File: src/rtl/omc_pkg.sv
// Purpose: Shared constants and types of the optical module control block
// Assumes: 25 MHz core clock, 66-bit words carry one 64b/66b block each
// Notes:   Diagnostic byte offsets are the two-wire bus pointer values
package omc_pkg;

  // Clock and timing
  localparam int CLK_PERIOD_NS = 40;
  localparam int LOCK_TIME_NS  = 500000;                      // Longest CDR lock time
  localparam int LOCK_CYC      = LOCK_TIME_NS / CLK_PERIOD_NS; // Rounds down

  // Data path shape
  localparam int WORD_W     = 66;
  localparam int FIFO_DEPTH = 16;
  localparam logic [1:0] SYNC_HDR_DATA = 2'h1;
  localparam logic [1:0] SYNC_HDR_CTRL = 2'h2;

  // Two-wire slave
  localparam logic [6:0] ID_DEV_ADDR = 7'h51; // Arbitrary selection address
  localparam logic [3:0] BYTE_BITS   = 4'h8;

  // Diagnostic byte offsets
  localparam logic [7:0] REG_STATUS = 8'h6e;
  localparam logic [7:0] REG_LOOP   = 8'h6f;
  localparam logic [7:0] REG_EQ     = 8'h70;
  localparam logic [7:0] REG_EMPH   = 8'h71;

  // Field positions
  localparam int STS_PIN_DIS_BIT  = 7;
  localparam int STS_SOFT_DIS_BIT = 6;
  localparam int STS_FAULT_BIT    = 2;
  localparam int STS_LOS_BIT      = 1;
  localparam int CTL_OLOOP_BIT    = 0;
  localparam int CTL_ELOOP_BIT    = 1;
  localparam int CTL_PASS_BIT     = 2;
  localparam int SET_W            = 4;

  // Reset values
  localparam logic [SET_W-1:0] EQ_RESET   = 4'h0;
  localparam logic [SET_W-1:0] EMPH_RESET = 4'h0;

  // Synchronised pin vector
  localparam int PIN_RXSEL  = 0;
  localparam int PIN_TXSEL  = 1;
  localparam int PIN_TXDIS  = 2;
  localparam int PIN_SCL    = 3;
  localparam int PIN_SDA    = 4;
  localparam int PIN_FAULT  = 5;
  localparam int PIN_LOWPWR = 6;
  localparam int PIN_N      = 7;
  localparam logic [PIN_N-1:0] PIN_RST = 7'h5c; // Disable, bus lines, signal lost high

  typedef enum logic [2:0] {
    S_IDLE, S_ADDR, S_PTR, S_WR, S_RD, S_ACK, S_RACK
  } omc_i2c_e;

endpackage : omc_pkg

File: src/rtl/omc_ctrl.sv
// Purpose: Low-speed control, rate select, loopback routing and ID bus slave
// Assumes: All pins asynchronous to clk; host pulls the open-drain lines up
// Notes:   Optical and electrical streams are modelled as 66-bit words
`timescale 1ns/1ps
module omc_ctrl #(
  parameter int         LOCK_CYCLES = omc_pkg::LOCK_CYC,
  parameter int         W           = omc_pkg::WORD_W,
  parameter int         DEPTH       = omc_pkg::FIFO_DEPTH,
  parameter logic [6:0] DEV_ADDR    = omc_pkg::ID_DEV_ADDR
) (
  input  wire logic                     clk,
  input  wire logic                     reset,
  input  wire logic                     rx_speed_select,
  input  wire logic                     tx_speed_select,
  input  wire logic                     tx_disable,
  input  wire logic                     laser_fault,
  input  wire logic                     rx_power_low,
  input  wire logic                     id_bus_clock_pin,
  input  wire logic                     id_bus_data_pin_in,
  output logic                          id_bus_data_pin_out,
  output logic                          id_bus_data_pin_oe_n,
  output logic                          presence_ground_out,
  output logic                          presence_ground_oe_n,
  output logic                          tx_fault_out,
  output logic                          tx_fault_oe_n,
  output logic                          received_signal_lost_out,
  output logic                          received_signal_lost_oe_n,
  input  wire logic                     rx_opt_valid,
  output logic                          rx_opt_ready,
  input  wire logic [W-1:0]             rx_opt_data,
  input  wire logic                     serial_tx_input_valid,
  output logic                          serial_tx_input_ready,
  input  wire logic [W-1:0]             serial_tx_input_data,
  output logic                          rx_elec_valid,
  input  wire logic                     rx_elec_ready,
  output logic [W-1:0]                  rx_elec_data,
  output logic                          laser_valid,
  output logic [W-1:0]                  laser_data,
  output logic                          laser_enable,
  output logic                          tx_high_rate_opt,
  output logic                          rx_cdr_engaged,
  output logic                          rx_cdr_locked,
  output logic [omc_pkg::SET_W-1:0]     tx_eq_setting,
  output logic [omc_pkg::SET_W-1:0]     rx_emphasis_setting
);
  import omc_pkg::*;

  localparam int LOCK_W = $clog2(LOCK_CYCLES + 1);

  // Readback mux for the diagnostic bytes
  function automatic logic [7:0] omc_rd_byte(input logic [7:0] a, input logic [7:0] sts,
                                             input logic [7:0] ctl, input logic [SET_W-1:0] eq,
                                             input logic [SET_W-1:0] emph);
    logic [7:0] r;
    r = 8'h00;
    if (a == REG_STATUS) r = sts;
    else if (a == REG_LOOP) r = ctl;
    else if (a == REG_EQ) r = {{(8-SET_W){1'b0}}, eq};
    else if (a == REG_EMPH) r = {{(8-SET_W){1'b0}}, emph};
    return r;
  endfunction : omc_rd_byte

  logic [PIN_N-1:0] s1_q;
  logic [PIN_N-1:0] s2_q;
  logic [PIN_N-1:0] s3_q;
  logic [PIN_N-1:0] f_q;
  logic             soft_dis_q;
  logic             oloop_q;
  logic             eloop_q;
  logic             pass_q;
  logic [SET_W-1:0] eq_q;
  logic [SET_W-1:0] emph_q;
  omc_i2c_e         st_q, st_d, after_q, after_d;
  logic [7:0]       sh_q, sh_d, ptr_q, ptr_d;
  logic [3:0]       cnt_q, cnt_d;
  logic             sda_oe_n_q, sda_oe_n_d;
  logic             wr_en;
  logic [7:0]       status_byte;
  logic [LOCK_W-1:0] lock_cnt_q;
  logic             locked_q;
  logic             laser_valid_q;
  logic [W-1:0]     laser_data_q;
  logic             laser_en_q;
  logic             tx_rate_q;
  logic             fifo_in_ready;

  // Pin synchronisers; a pin counts once stages two and three agree
  wire [PIN_N-1:0] pins = {rx_power_low, laser_fault, id_bus_data_pin_in, id_bus_clock_pin,
                           tx_disable, tx_speed_select, rx_speed_select};
  wire [PIN_N-1:0] agree = ~(s2_q ^ s3_q);
  wire [PIN_N-1:0] f_d   = (s2_q & agree) | (f_q & ~agree);

  always_ff @(posedge clk) begin
    if (reset) begin
      s1_q <= PIN_RST;
      s2_q <= PIN_RST;
      s3_q <= PIN_RST;
      f_q  <= PIN_RST;
    end else begin
      s1_q <= pins;
      s2_q <= s1_q;
      s3_q <= s2_q;
      f_q  <= f_d;
    end
  end

  // Filtered pin levels
  wire rxsel  = f_q[PIN_RXSEL];
  wire txsel  = f_q[PIN_TXSEL];
  wire txdis  = f_q[PIN_TXDIS];
  wire fault  = f_q[PIN_FAULT];
  wire lowpwr = f_q[PIN_LOWPWR];

  // Bus conditions from filtered edges
  wire scl_rise  = f_d[PIN_SCL] & ~f_q[PIN_SCL];
  wire scl_fall  = ~f_d[PIN_SCL] & f_q[PIN_SCL];
  wire scl_hold  = f_d[PIN_SCL] & f_q[PIN_SCL];
  wire i2c_start = scl_hold & f_q[PIN_SDA] & ~f_d[PIN_SDA];
  wire i2c_stop  = scl_hold & ~f_q[PIN_SDA] & f_d[PIN_SDA];
  wire sda_now   = f_q[PIN_SDA];
  wire [7:0] ctl_byte = {5'h00, pass_q, eloop_q, oloop_q};
  wire [7:0] rd_byte  = omc_rd_byte(ptr_q, status_byte, ctl_byte, eq_q, emph_q);

  // Status byte built from filtered pin state and the software disable bit
  always_comb begin
    status_byte                   = 8'h00;
    status_byte[STS_PIN_DIS_BIT]  = txdis;
    status_byte[STS_SOFT_DIS_BIT] = soft_dis_q;
    status_byte[STS_FAULT_BIT]    = fault;
    status_byte[STS_LOS_BIT]      = lowpwr;
  end

  // Two-wire slave; data changes only while the clock line is low
  always_comb begin
    st_d       = st_q;
    after_d    = after_q;
    sh_d       = sh_q;
    ptr_d      = ptr_q;
    cnt_d      = cnt_q;
    sda_oe_n_d = sda_oe_n_q;
    wr_en      = 1'b0;
    if (i2c_stop) begin
      st_d       = S_IDLE;
      sda_oe_n_d = 1'b1;
    end else if (i2c_start) begin
      st_d       = S_ADDR;
      cnt_d      = 4'h0;
      sda_oe_n_d = 1'b1;
    end else if (scl_rise) begin
      case (st_q)
        S_ADDR, S_PTR, S_WR: begin
          sh_d  = {sh_q[6:0], sda_now};
          cnt_d = cnt_q + 4'h1;
        end
        S_RD: cnt_d = cnt_q + 4'h1;
        S_RACK: after_d = sda_now ? S_IDLE : S_RD; // Master nack ends the read
        default: ;
      endcase
    end else if (scl_fall) begin
      case (st_q)
        S_ADDR: begin
          if (cnt_q == BYTE_BITS) begin
            if (sh_q[7:1] == DEV_ADDR) begin
              st_d       = S_ACK;
              sda_oe_n_d = 1'b0;
              after_d    = sh_q[0] ? S_RD : S_PTR;
            end else begin
              st_d = S_IDLE;
            end
          end
        end
        S_PTR: begin
          if (cnt_q == BYTE_BITS) begin
            ptr_d      = sh_q;
            st_d       = S_ACK;
            sda_oe_n_d = 1'b0;
            after_d    = S_WR;
          end
        end
        S_WR: begin
          if (cnt_q == BYTE_BITS) begin
            wr_en      = 1'b1;
            ptr_d      = ptr_q + 8'h01;
            st_d       = S_ACK;
            sda_oe_n_d = 1'b0;
            after_d    = S_WR;
          end
        end
        S_RD: begin
          if (cnt_q == BYTE_BITS) begin
            st_d       = S_RACK;
            sda_oe_n_d = 1'b1;
          end else begin
            sh_d       = {sh_q[6:0], 1'b0};
            sda_oe_n_d = sh_q[6];
          end
        end
        S_ACK, S_RACK: begin
          st_d       = after_q;
          cnt_d      = 4'h0;
          sda_oe_n_d = 1'b1;
          if (after_q == S_RD) begin
            sh_d       = rd_byte;
            ptr_d      = ptr_q + 8'h01;
            sda_oe_n_d = rd_byte[7];
          end
        end
        default: ;
      endcase
    end
  end

  // Slave state registers
  always_ff @(posedge clk) begin
    if (reset) begin
      st_q       <= S_IDLE;
      after_q    <= S_IDLE;
      sh_q       <= 8'h00;
      ptr_q      <= 8'h00;
      cnt_q      <= 4'h0;
      sda_oe_n_q <= 1'b1;
    end else begin
      st_q       <= st_d;
      after_q    <= after_d;
      sh_q       <= sh_d;
      ptr_q      <= ptr_d;
      cnt_q      <= cnt_d;
      sda_oe_n_q <= sda_oe_n_d;
    end
  end

  // Writable diagnostic bytes; settings take effect in place
  always_ff @(posedge clk) begin
    if (reset) begin
      soft_dis_q <= 1'b0;
      oloop_q    <= 1'b0;
      eloop_q    <= 1'b0;
      pass_q     <= 1'b0;
      eq_q       <= EQ_RESET;
      emph_q     <= EMPH_RESET;
    end else if (wr_en) begin
      if (ptr_q == REG_STATUS) begin
        soft_dis_q <= sh_q[STS_SOFT_DIS_BIT];
      end else if (ptr_q == REG_LOOP) begin
        oloop_q <= sh_q[CTL_OLOOP_BIT];
        eloop_q <= sh_q[CTL_ELOOP_BIT];
        pass_q  <= sh_q[CTL_PASS_BIT];
      end else if (ptr_q == REG_EQ) begin
        eq_q <= sh_q[SET_W-1:0];
      end else if (ptr_q == REG_EMPH) begin
        emph_q <= sh_q[SET_W-1:0];
      end
    end
  end

  // CDR is engaged by the receive select or by either loopback
  wire cdr_on = rxsel | oloop_q | eloop_q;
  wire [1:0] hdr = rx_opt_data[W-1:W-2];
  wire hdr_ok = (hdr == SYNC_HDR_DATA) || (hdr == SYNC_HDR_CTRL);
  wire rx_take = rx_opt_valid & rx_opt_ready;

  // Lock search; any bad sync header restarts it, and the count advances per accepted word, so slow traffic still locks
  always_ff @(posedge clk) begin
    if (reset || !cdr_on) begin
      lock_cnt_q <= '0;
      locked_q   <= 1'b0;
    end else if (rx_take) begin
      if (!hdr_ok) begin
        lock_cnt_q <= '0;
        locked_q   <= 1'b0;
      end else if (!locked_q) begin
        if (lock_cnt_q == LOCK_W'(LOCK_CYCLES - 1)) locked_q <= 1'b1;
        else lock_cnt_q <= lock_cnt_q + LOCK_W'(1);
      end
    end
  end

  // Routing; pass-through keeps the normal direction alive during a loop
  wire rx_pass   = cdr_on ? locked_q : 1'b1;
  wire rx_good   = rx_opt_valid & rx_pass;
  wire rd_on     = eloop_q | ~oloop_q | pass_q;
  wire opt_on    = oloop_q | ~eloop_q | pass_q;
  wire rx_to_rd  = ~eloop_q & rd_on;
  wire rx_to_opt = oloop_q & opt_on;
  wire tx_to_rd  = eloop_q;
  wire tx_to_opt = ~oloop_q & opt_on;
  wire tx_take   = serial_tx_input_valid & serial_tx_input_ready;
  wire fifo_in_valid        = tx_to_rd ? serial_tx_input_valid : (rx_to_rd & rx_good);
  wire [W-1:0] fifo_in_data = tx_to_rd ? serial_tx_input_data : rx_opt_data;

  // Unlocked words are dropped, so they never wait on the FIFO
  assign rx_opt_ready          = ~(rx_to_rd & rx_pass) | fifo_in_ready;
  assign serial_tx_input_ready = ~tx_to_rd | fifo_in_ready;

  omc_fifo #(
    .W     (W),
    .DEPTH (DEPTH)
  ) u_fifo (
    .clk       (clk),
    .reset     (reset),
    .in_valid  (fifo_in_valid),
    .in_ready  (fifo_in_ready),
    .in_data   (fifo_in_data),
    .out_valid (rx_elec_valid),
    .out_ready (rx_elec_ready),
    .out_data  (rx_elec_data)
  );

  // Laser side: data word, enable and rate optimisation
  always_ff @(posedge clk) begin
    if (reset) begin
      laser_valid_q <= 1'b0;
      laser_data_q  <= '0;
      laser_en_q    <= 1'b0;
      tx_rate_q     <= 1'b0;
    end else begin
      laser_valid_q <= (rx_to_opt & rx_good & rx_take) | (tx_to_opt & tx_take);
      laser_data_q  <= rx_to_opt ? rx_opt_data : serial_tx_input_data;
      laser_en_q    <= ~txdis & ~soft_dis_q & ~fault;
      tx_rate_q     <= txsel;
    end
  end

  assign laser_valid      = laser_valid_q;
  assign laser_data       = laser_data_q;
  assign laser_enable     = laser_en_q;
  assign tx_high_rate_opt = tx_rate_q;
  assign rx_cdr_engaged   = cdr_on;
  assign rx_cdr_locked    = locked_q;
  assign tx_eq_setting       = eq_q;
  assign rx_emphasis_setting = emph_q;

  // Open-drain lines: enable low while pulling low
  assign tx_fault_out              = 1'b0;
  assign tx_fault_oe_n             = fault;
  assign received_signal_lost_out  = 1'b0;
  assign received_signal_lost_oe_n = lowpwr;
  assign presence_ground_out       = 1'b0;
  assign presence_ground_oe_n      = 1'b0;
  assign id_bus_data_pin_out       = 1'b0;
  assign id_bus_data_pin_oe_n      = sda_oe_n_q;

  // Checks
  property p_hw_disable;
    @(posedge clk) disable iff (reset) txdis |=> !laser_enable;
  endproperty
  a_hw_disable: assert property (p_hw_disable) else $error("laser on while disable pin high");

  property p_soft_disable;
    @(posedge clk) disable iff (reset) soft_dis_q |=> !laser_enable;
  endproperty
  a_soft_disable: assert property (p_soft_disable) else $error("laser on with software disable");

  property p_fault;
    @(posedge clk) disable iff (reset) $rose(fault) |-> tx_fault_oe_n ##1 !laser_enable;
  endproperty
  a_fault: assert property (p_fault) else $error("fault not released or laser still on");

  property p_presence;
    @(posedge clk) disable iff (reset) !presence_ground_oe_n && !presence_ground_out;
  endproperty
  a_presence: assert property (p_presence) else $error("presence pin not grounded");

  property p_los;
    @(posedge clk) disable iff (reset) received_signal_lost_oe_n == status_byte[STS_LOS_BIT];
  endproperty
  a_los: assert property (p_los) else $error("signal lost pin and status disagree");

  property p_fault_sts;
    @(posedge clk) disable iff (reset) $changed(fault) |-> status_byte[STS_FAULT_BIT] == tx_fault_oe_n;
  endproperty
  a_fault_sts: assert property (p_fault_sts) else $error("fault status bit wrong");

  property p_lock_time;
    @(posedge clk) disable iff (reset) $rose(rx_cdr_locked) |-> $past(lock_cnt_q) == LOCK_W'(LOCK_CYCLES - 1);
  endproperty
  a_lock_time: assert property (p_lock_time) else $error("lock at wrong count");

  property p_bypass;
    @(posedge clk) disable iff (reset) !rxsel && !oloop_q && !eloop_q |=> !rx_cdr_locked;
  endproperty
  a_bypass: assert property (p_bypass) else $error("CDR locked while bypassed");

  property p_tx_rate;
    @(posedge clk) disable iff (reset) $changed(txsel) |=> tx_high_rate_opt == $past(txsel);
  endproperty
  a_tx_rate: assert property (p_tx_rate) else $error("transmit rate not followed");

  property p_reset_low;
    @(posedge clk) disable iff (reset) $past(reset) |-> !tx_high_rate_opt && !rx_cdr_engaged;
  endproperty
  a_reset_low: assert property (p_reset_low) else $error("rate selects not low after reset");

  property p_oloop;
    @(posedge clk) disable iff (reset)
      rx_to_opt && rx_good && rx_take |=> laser_valid && laser_data == $past(rx_opt_data);
  endproperty
  a_oloop: assert property (p_oloop) else $error("optical loopback word lost");

  property p_eloop;
    @(posedge clk) disable iff (reset) eloop_q && tx_take |-> fifo_in_valid && fifo_in_data == serial_tx_input_data;
  endproperty
  a_eloop: assert property (p_eloop) else $error("electrical loopback word lost");

  property p_pass;
    @(posedge clk) disable iff (reset) oloop_q && !eloop_q && !pass_q |-> !fifo_in_valid;
  endproperty
  a_pass: assert property (p_pass) else $error("received data forwarded without pass-through");

  property p_eq;
    @(posedge clk) disable iff (reset) wr_en && ptr_q == REG_EQ |=> tx_eq_setting == $past(sh_q[SET_W-1:0]);
  endproperty
  a_eq: assert property (p_eq) else $error("equalisation write lost");

  property p_emph;
    @(posedge clk) disable iff (reset) wr_en && ptr_q == REG_EMPH |=> rx_emphasis_setting == $past(sh_q[SET_W-1:0]);
  endproperty
  a_emph: assert property (p_emph) else $error("emphasis write lost");

endmodule : omc_ctrl

File: src/rtl/omc_fifo.sv
// Purpose: Word FIFO between the receive data path and the electrical output
// Assumes: Single clock, synchronous active-high reset
// Notes:   Full and empty come from pointers with one extra wrap bit
`timescale 1ns/1ps
module omc_fifo #(
  parameter int W     = 66,
  parameter int DEPTH = 16
) (
  input  wire logic         clk,
  input  wire logic         reset,
  input  wire logic         in_valid,
  output logic              in_ready,
  input  wire logic [W-1:0] in_data,
  output logic              out_valid,
  input  wire logic         out_ready,
  output logic [W-1:0]      out_data
);
  localparam int AW = $clog2(DEPTH);

  logic [W-1:0] mem [DEPTH];
  logic [AW:0]  wr_q;
  logic [AW:0]  rd_q;

  // Pointer compare; wrap bit tells full from empty
  wire full  = (wr_q[AW] != rd_q[AW]) && (wr_q[AW-1:0] == rd_q[AW-1:0]);
  wire empty = (wr_q == rd_q);
  wire push  = in_valid && !full;
  wire pop   = out_ready && !empty;

  assign in_ready  = !full;
  assign out_valid = !empty;
  assign out_data  = mem[rd_q[AW-1:0]];

  // Storage, no reset needed on data
  always_ff @(posedge clk) begin
    if (push) begin
      mem[wr_q[AW-1:0]] <= in_data;
    end
  end

  // Pointers
  always_ff @(posedge clk) begin
    if (reset) begin
      wr_q <= '0;
      rd_q <= '0;
    end else begin
      wr_q <= wr_q + (AW+1)'(push);
      rd_q <= rd_q + (AW+1)'(pop);
    end
  end

endmodule : omc_fifo

File: config.mk
export PLATFORM = sky130hd
export DESIGN_NAME = omc_ctrl
export DESIGN_NICKNAME = d
export VERILOG_FILES = /design/src/rtl/omc_pkg.sv /design/src/rtl/omc_ctrl.sv /design/src/rtl/omc_fifo.sv
export SDC_FILE = /design/constraint.sdc
export NUM_CORES = 1
export LEC_CHECK = 0
export BUFFER_PORTS_ARGS = -buffer_cell sky130_fd_sc_hd__buf_2
export CAP_MARGIN = 20
export CORE_UTILIZATION = 50
export CTS_CLUSTER_SIZE = 20
export DETAILED_ROUTE_END_ITERATION = 10
export PLACE_DENSITY = 0.68
export SYNTH_ARGS = -nofsm -noshare
export SYNTH_HDL_FRONTEND = slang
export SYNTH_SLANG_ARGS = --single-unit
File: constraint.sdc
create_clock -name clk -period 7.6 [get_ports clk]
set_input_delay 0.76 -clock clk [delete_from_list [all_inputs] [get_ports clk]]
set_output_delay 0.76 -clock clk [all_outputs]
set_load 0.01 [all_outputs]
Word level (Yosys, flattened, before mapping)
Memory sizes are Yosys's and may differ from the RTL's. A register that Yosys moved wholly into a read port is not among the register bits.
Cells that the tools add are included.
- register bits: 161
- latch bits: 0
- memory bits (writable): 1056
- memory bits (read-only): 0
- output and inout bits: 156
- logic and storage cells: 218
- memories kept: 1
- memory list (name ; depth ; bits a word ; rd ports ; clocked after memory_dff ; write ports ; line ; source):
    u_fifo.mem ; 16 ; 66 ; 1 ; 1 ; 1 ; omc_fifo.sv:20 ; logic [W-1:0] mem [DEPTH];
- add/subtract/negate cells: 5
- multipliers: 0
- divide/modulo/power cells: 0
- $lt $le $gt $ge: 0
- eq/ne operators: 40
- shifts and indexed selects: 0
- multiplexer cells: 61
- bitwise gates (word level): 51
- reduce and logical (&&, ||, !) cells: 35
- operators with widths (cell ; count):
    two-way mux 66 bit ; 2
    two-way mux 8 bit ; 9
    two-way mux 14 bit ; 3
    two-way mux 3 bit ; 12
    two-way mux 4 bit ; 9
    == test 8 x 7 -> 1 bit, second input constant ; 4
    one-hot mux 8 bit (3 select lines) ; 1
    two-way mux 1 bit ; 21
    bitwise AND 1 bit ; 20
    != test 3 bit, second input constant ; 6
    AND reduction 6 bit ; 3
    != test 2 bit, second input constant ; 8
    NOT 1 bit ; 16
    one-hot mux 8 bit (2 select lines) ; 1
    AND reduction 8 bit ; 2
    nonzero test 3 bit ; 5
    adder 14 x 1 -> 14 bit, second input constant ; 1
    bitwise AND 7 bit ; 2
    == test 14 bit, second input constant ; 1
    NOT 7 bit ; 2
    == test 3 bit, second input constant ; 4
    one-hot mux 3 bit (4 select lines) ; 1
    adder 5 x 1 -> 5 bit ; 2
    bitwise OR 1 bit ; 9
    other kinds (32) ; 48

Depth between registers and ports, before layout
- word-level depth: 12
- depth in mapped cells: 10
- gate-level depth less buffers: 9

Modules after synthesis
Synthesis repeated with hierarchy kept, for this count alone.
- cell total of the unflattened synthesis: 2643
- area, all modules: 48320.1 µm²
- modules (own cells, without submodules) (module ; instances ; cells an instance ; area an instance (µm²) ; sequential area each (µm²)):
    omc_fifo ; 1 ; 1832 ; 40889.2 ; 31910.6
    omc_ctrl ; 1 ; 811 ; 7430.9 ; 3022.9

Least setup slack after synthesis
OpenSTA, ideal clock, no wires.
- kind: register to register
- from: register oloop_q
- to: memory u_fifo.mem[8][0], enable pin
- library setup time: 0.572 ns
- data arrival time: 5.744 ns
- slack: 1.284 ns
- cell stages (with the launch flop): 7
- path buffers: 1
- clock period less this slack: 6.316 ns
- cell sequence: dfxtp_1 > buf_2 > or3_4 > o21ai_2 > a22o_2 > nand4b_1 > nor3_1
- longest elaborated chain between the ends: 9
- elaborated cells between the ends (all ways): 13
- those cells by class: mux (4); bitwise (8); reduce/logical (1)
- ends and longest elaborated chain (item ; line ; source):
    start: declaration ; omc_ctrl.sv:68 ; logic oloop_q;
    start signal: assignment ; omc_ctrl.sv:245 ; oloop_q <= sh_q[CTL_OLOOP_BIT];
    bitwise OR 1 bit (2 in a row) ; omc_ctrl.sv:257 ; wire cdr_on = rxsel | oloop_q | eloop_q;
    net rx_cdr_engaged ; omc_ctrl.sv:41 ; output logic rx_cdr_engaged,
    two-way mux 1 bit ; omc_ctrl.sv:279 ; wire rx_pass = cdr_on ? locked_q : 1'b1;
    bitwise AND 1 bit ; omc_ctrl.sv:280 ; wire rx_good = rx_opt_valid & rx_pass;
    bitwise AND 1 bit ; omc_ctrl.sv:288 ; wire fifo_in_valid = tx_to_rd ? serial_tx_input_valid : (rx_to_rd & rx_good);
    two-way mux 1 bit ; omc_ctrl.sv:288 ;
    logical AND 1 bit ; omc_fifo.sv:27 ; wire push = in_valid && !full;
    two-way mux 1 bit ; omc_fifo.sv:36 ; if (push) begin
    two-way mux 1 bit (not written as such) ; omc_fifo.sv:37 ; mem[wr_q[AW-1:0]] <= in_data;
    end: declaration ; omc_fifo.sv:20 ;
The timed path passes the listed nets, and every way through them passes these cells.

==> impl_metrics.csv <==
group,metric,value,unit
status,status,"complete, no violations",
pwr,powerDensity,277,nW/um^2
critical_path,start_kind,"flop",
detailed_routing,wl_per_cell,26.8,microns
global_routing,grt_overflow,0,
synthesis,avgSynthCellArea,20.4,sq um
critical_path,path_class,"flop to output port",
die,rows,112,
detailed_routing,route.met3.wl,6810,microns
layout,drive_above_1_share,35.2,%
sta,relSlewSlack,23.6,%
die,core,93900,sq um
critical_path,arrival,4.36,ns
layout,nets,2815,
global_routing,grt_pass1_wl,160000,microns
synthesis,synthArstFlopShare,0,%
die,fp.dieH,311,microns
placed_design,place_area,50500,sq um
layout,fin_cells,4018,
detailed_routing,drc,0,
critical_path,cpPeakStageDelay,0.86,ns
synthesis,ys_seq_area_share,73.2,%
detailed_routing,drtPass1Iterations,5,
detailed_routing,vias_per_cell,5.95,
critical_path,cp_max_fo,68,
critical_path,timing.rr.start,"oloop_q",
sta,tightest_slew,1.15,ns
clock_network,cts_hold_buffers,0,
critical_path,crit_slowest_cell,"buf_4",
clock_network,clk_path_buf_depth,3,
sta,fmax,195,MHz
critical_path,r2r_slack,3.18,ns
critical_path,crit_chain,"buf_4 -> buf_4 -> mux4_2 -> mux4_2 -> buf_2",
critical_path,crit_path_end_kind,"output port",
synthesis,synth_seq_cells,1217,
detailed_routing,num_vias,23900,
worst_hold_path,hold_path_end,"s1_q[2]",
sta,post-route-period-util,67.4,%
synthesis,yosysWarnings,0,
synthesis,synth_edf_count,1056,
critical_path,r2r-end,"u_fifo.mem[0][60]",
critical_path,worst_r2r_path_depth,7,
clock_network,cts_tree,"yes",
clock_network,ctsResizeCount,0,
detailed_routing,ant_nets,0,
detailed_routing,wl_met2,54300,microns
global_routing,grt_start_max_net_pins,123,
clock_network,numCtsBuffers,119,
synthesis,ys.flop_type,"edfxtp_1",
layout,area_growth,14.4,%
global_routing,antenna_found_initial,7,
run,cap_violations,0,
placed_design,placedCellCount,3790,
worst_hold_path,min_from,"tx_disable",
clock_network,root_buffer,"clkbuf_16",
detailed_routing,wl_met1,43600,microns
sta,setup_tns,0,ns
detailed_routing,drtIter0Drc,2140,
detailed_routing,top_layer,"met5",
sta,period_minus_slack,5.12,ns
global_routing,first_global_vias,24900,
clock_network,clkTransAtPathRegs,0.06,ns
layout,fin_area,54600,sq um
clock_network,clock_latency,0.75,ns
worst_hold_path,whs_path_depth,2,
sta,setup_viol,0,
die,die_x,311,microns
global_routing,grtUsageTotal,22.4,%
placed_design,io_buffers,294,
placed_design,dpl.hpwl,59400,microns
clock_network,cts_setup_buffers,0,
pwr,peakVddDrop,0.000254,V
sta,hold_violations,0,
sta,drv_slew,0,
placed_design,globalplace.congestion,0.805,
detailed_routing,wl,108000,microns
synthesis,yosysUniqueCellTypes,77,
synthesis,syn_inst,2342,
critical_path,required,6.84,ns
clock_network,clkSinkCount,1217,
worst_hold_path,hold_class,"input port to flop",
die,die_area,96700,sq um
die,initial_core_util,50.8,%
sta,finalClockSkew,0.0722,ns
synthesis,synth_area,47700,sq um
die,io_pins,300,
clock_network,cts.htree.levels,3,
sta,rsz0062_at_grt,"no",
pwr,power_leakage,17.3,nW
[stage by stage]
stage / hold slack [ns] / setup WS (ns) / total power [mW] / utilization (%)
2_1_floorplan: 0.389 / 1.28 / 8.75 / -
3_3_place_gp: 0.401 / 3.24 / 9.17 / 53.8
3_5_place_dp: 0.406 / 3.15 / 9.20 / 53.8
4_1_cts: 0.193 / 2.42 / 15.3 / 58.1
5_1_grt: 0.217 / 2.32 / 15.6 / 58.1
6_report: 0.242 / 2.48 / 15.1 / 58.1
[logic make-up after synthesis]
group                    count (synthesis)  synth area share (%)
multiplexers                           478                  18.8
AND/OR/NAND/NOR                        315                  3.60
AO/OA/AOI/OAI                          146                  1.94
flip-flops                            1217                  73.2
other                                    1               0.00786
adder cells (fa/ha/maj)                 15                 0.388
buffers and inverters                  154                  1.71
XOR/XNOR                                16                 0.325
[area by class of cell]
type | instances | area [sq um]
multi-input cells | 975 | 12100
clock inverters | 71 | 835
diodes | 1 | 2.50
clock buffers | 156 | 3290
flip-flops and latches | 1217 | 35000
inverters | 15 | 56.3
well taps | 1254 | 1570
fillers | 6854 | 39300
repair buffers | 329 | 1770
[how the worst max path moves through the flow]
stage,startpoint,to,slack (ns),depth (start not counted)
CTS,u_fifo.rd_q[1],rx_elec_data[22],2.42,5
floorplan,oloop_q,u_fifo.mem[8][0],1.28,6
global route,u_fifo.rd_q[1],rx_elec_data[3],2.32,5
detailed placement,oloop_q,u_fifo.mem[0][48],3.15,7
global placement,u_fifo.rd_q[1],rx_elec_data[3],3.24,5
finish,u_fifo.rd_q[1],rx_elec_data[3],2.48,5
[where the power goes]
group	internal (mW)	total [mW]	switching, mW
Sequential	7.36	7.43	0.0646
Combinational	0.810	1.60	0.785
Clock	3.56	6.09	2.52
[synthesized netlist by cell type (15+ instances only)]
master	instances	share of area, %
o21ai_0	26	0.27
clkbuf_1	63	0.50
nor2b_1	19	0.25
mux2_2	66	1.6
inv_1	15	0.12
dfxtp_1	161	6.8
a21oi_1	55	0.58
nor2_1	119	0.94
o31ai_1	17	0.27
edfxtp_1	1056	66
mux2i_1	82	1.7
buf_2	22	0.23
nand2_1	33	0.26
nand3_1	24	0.25
mux4_2	330	16
buf_4	34	0.53
[layout by cell type (no fill, tap or decap), types with 17 or more instances in the layout]
cell,instances
a21oi_1,55
buf_2,293
o21ai_0,26
nor2b_1,19
nand3_1,24
o31ai_1,17
clkbuf_1,21
dfxtp_1,155
mux2_2,66
mux2i_1,82
nand2_1,33
buf_4,33
clkbuf_16,120
mux4_2,330
edfxtp_1,1056
clkinv_2,28
nor2_1,107
[flip-flops by register name (all words and copies together), names as in the netlist, 2 cells and up, named ones only]
signal	flops
u_fifo.mem	1056
laser_data	66
lock_cnt_q	14
ptr_q	8
sh_q	8
s1_q	7
s2_q	7
s3_q	7
u_fifo.rd_q	5
u_fifo.wr_q	5
cnt_q	4
rx_emphasis_setting	4
tx_eq_setting	4
after_q	3
st_q	3
f_q	2
[metal layers]
metal | track usage [%] | up-vias
met1 | 30.3 | 12600
met4 | 7.23 | 2
met5 | 0 | -
li1 | - | 10300
met3 | 3.72 | 165
met2 | 37.1 | 891
[critical path, delay by kind of cell (launching register included)]
family / cells / cell delay, ns
buffers and inverters: 3 / 1.82
muxes: 2 / 0.99
DFF: 1 / 0.73
(Power assumes the default switching activity.)
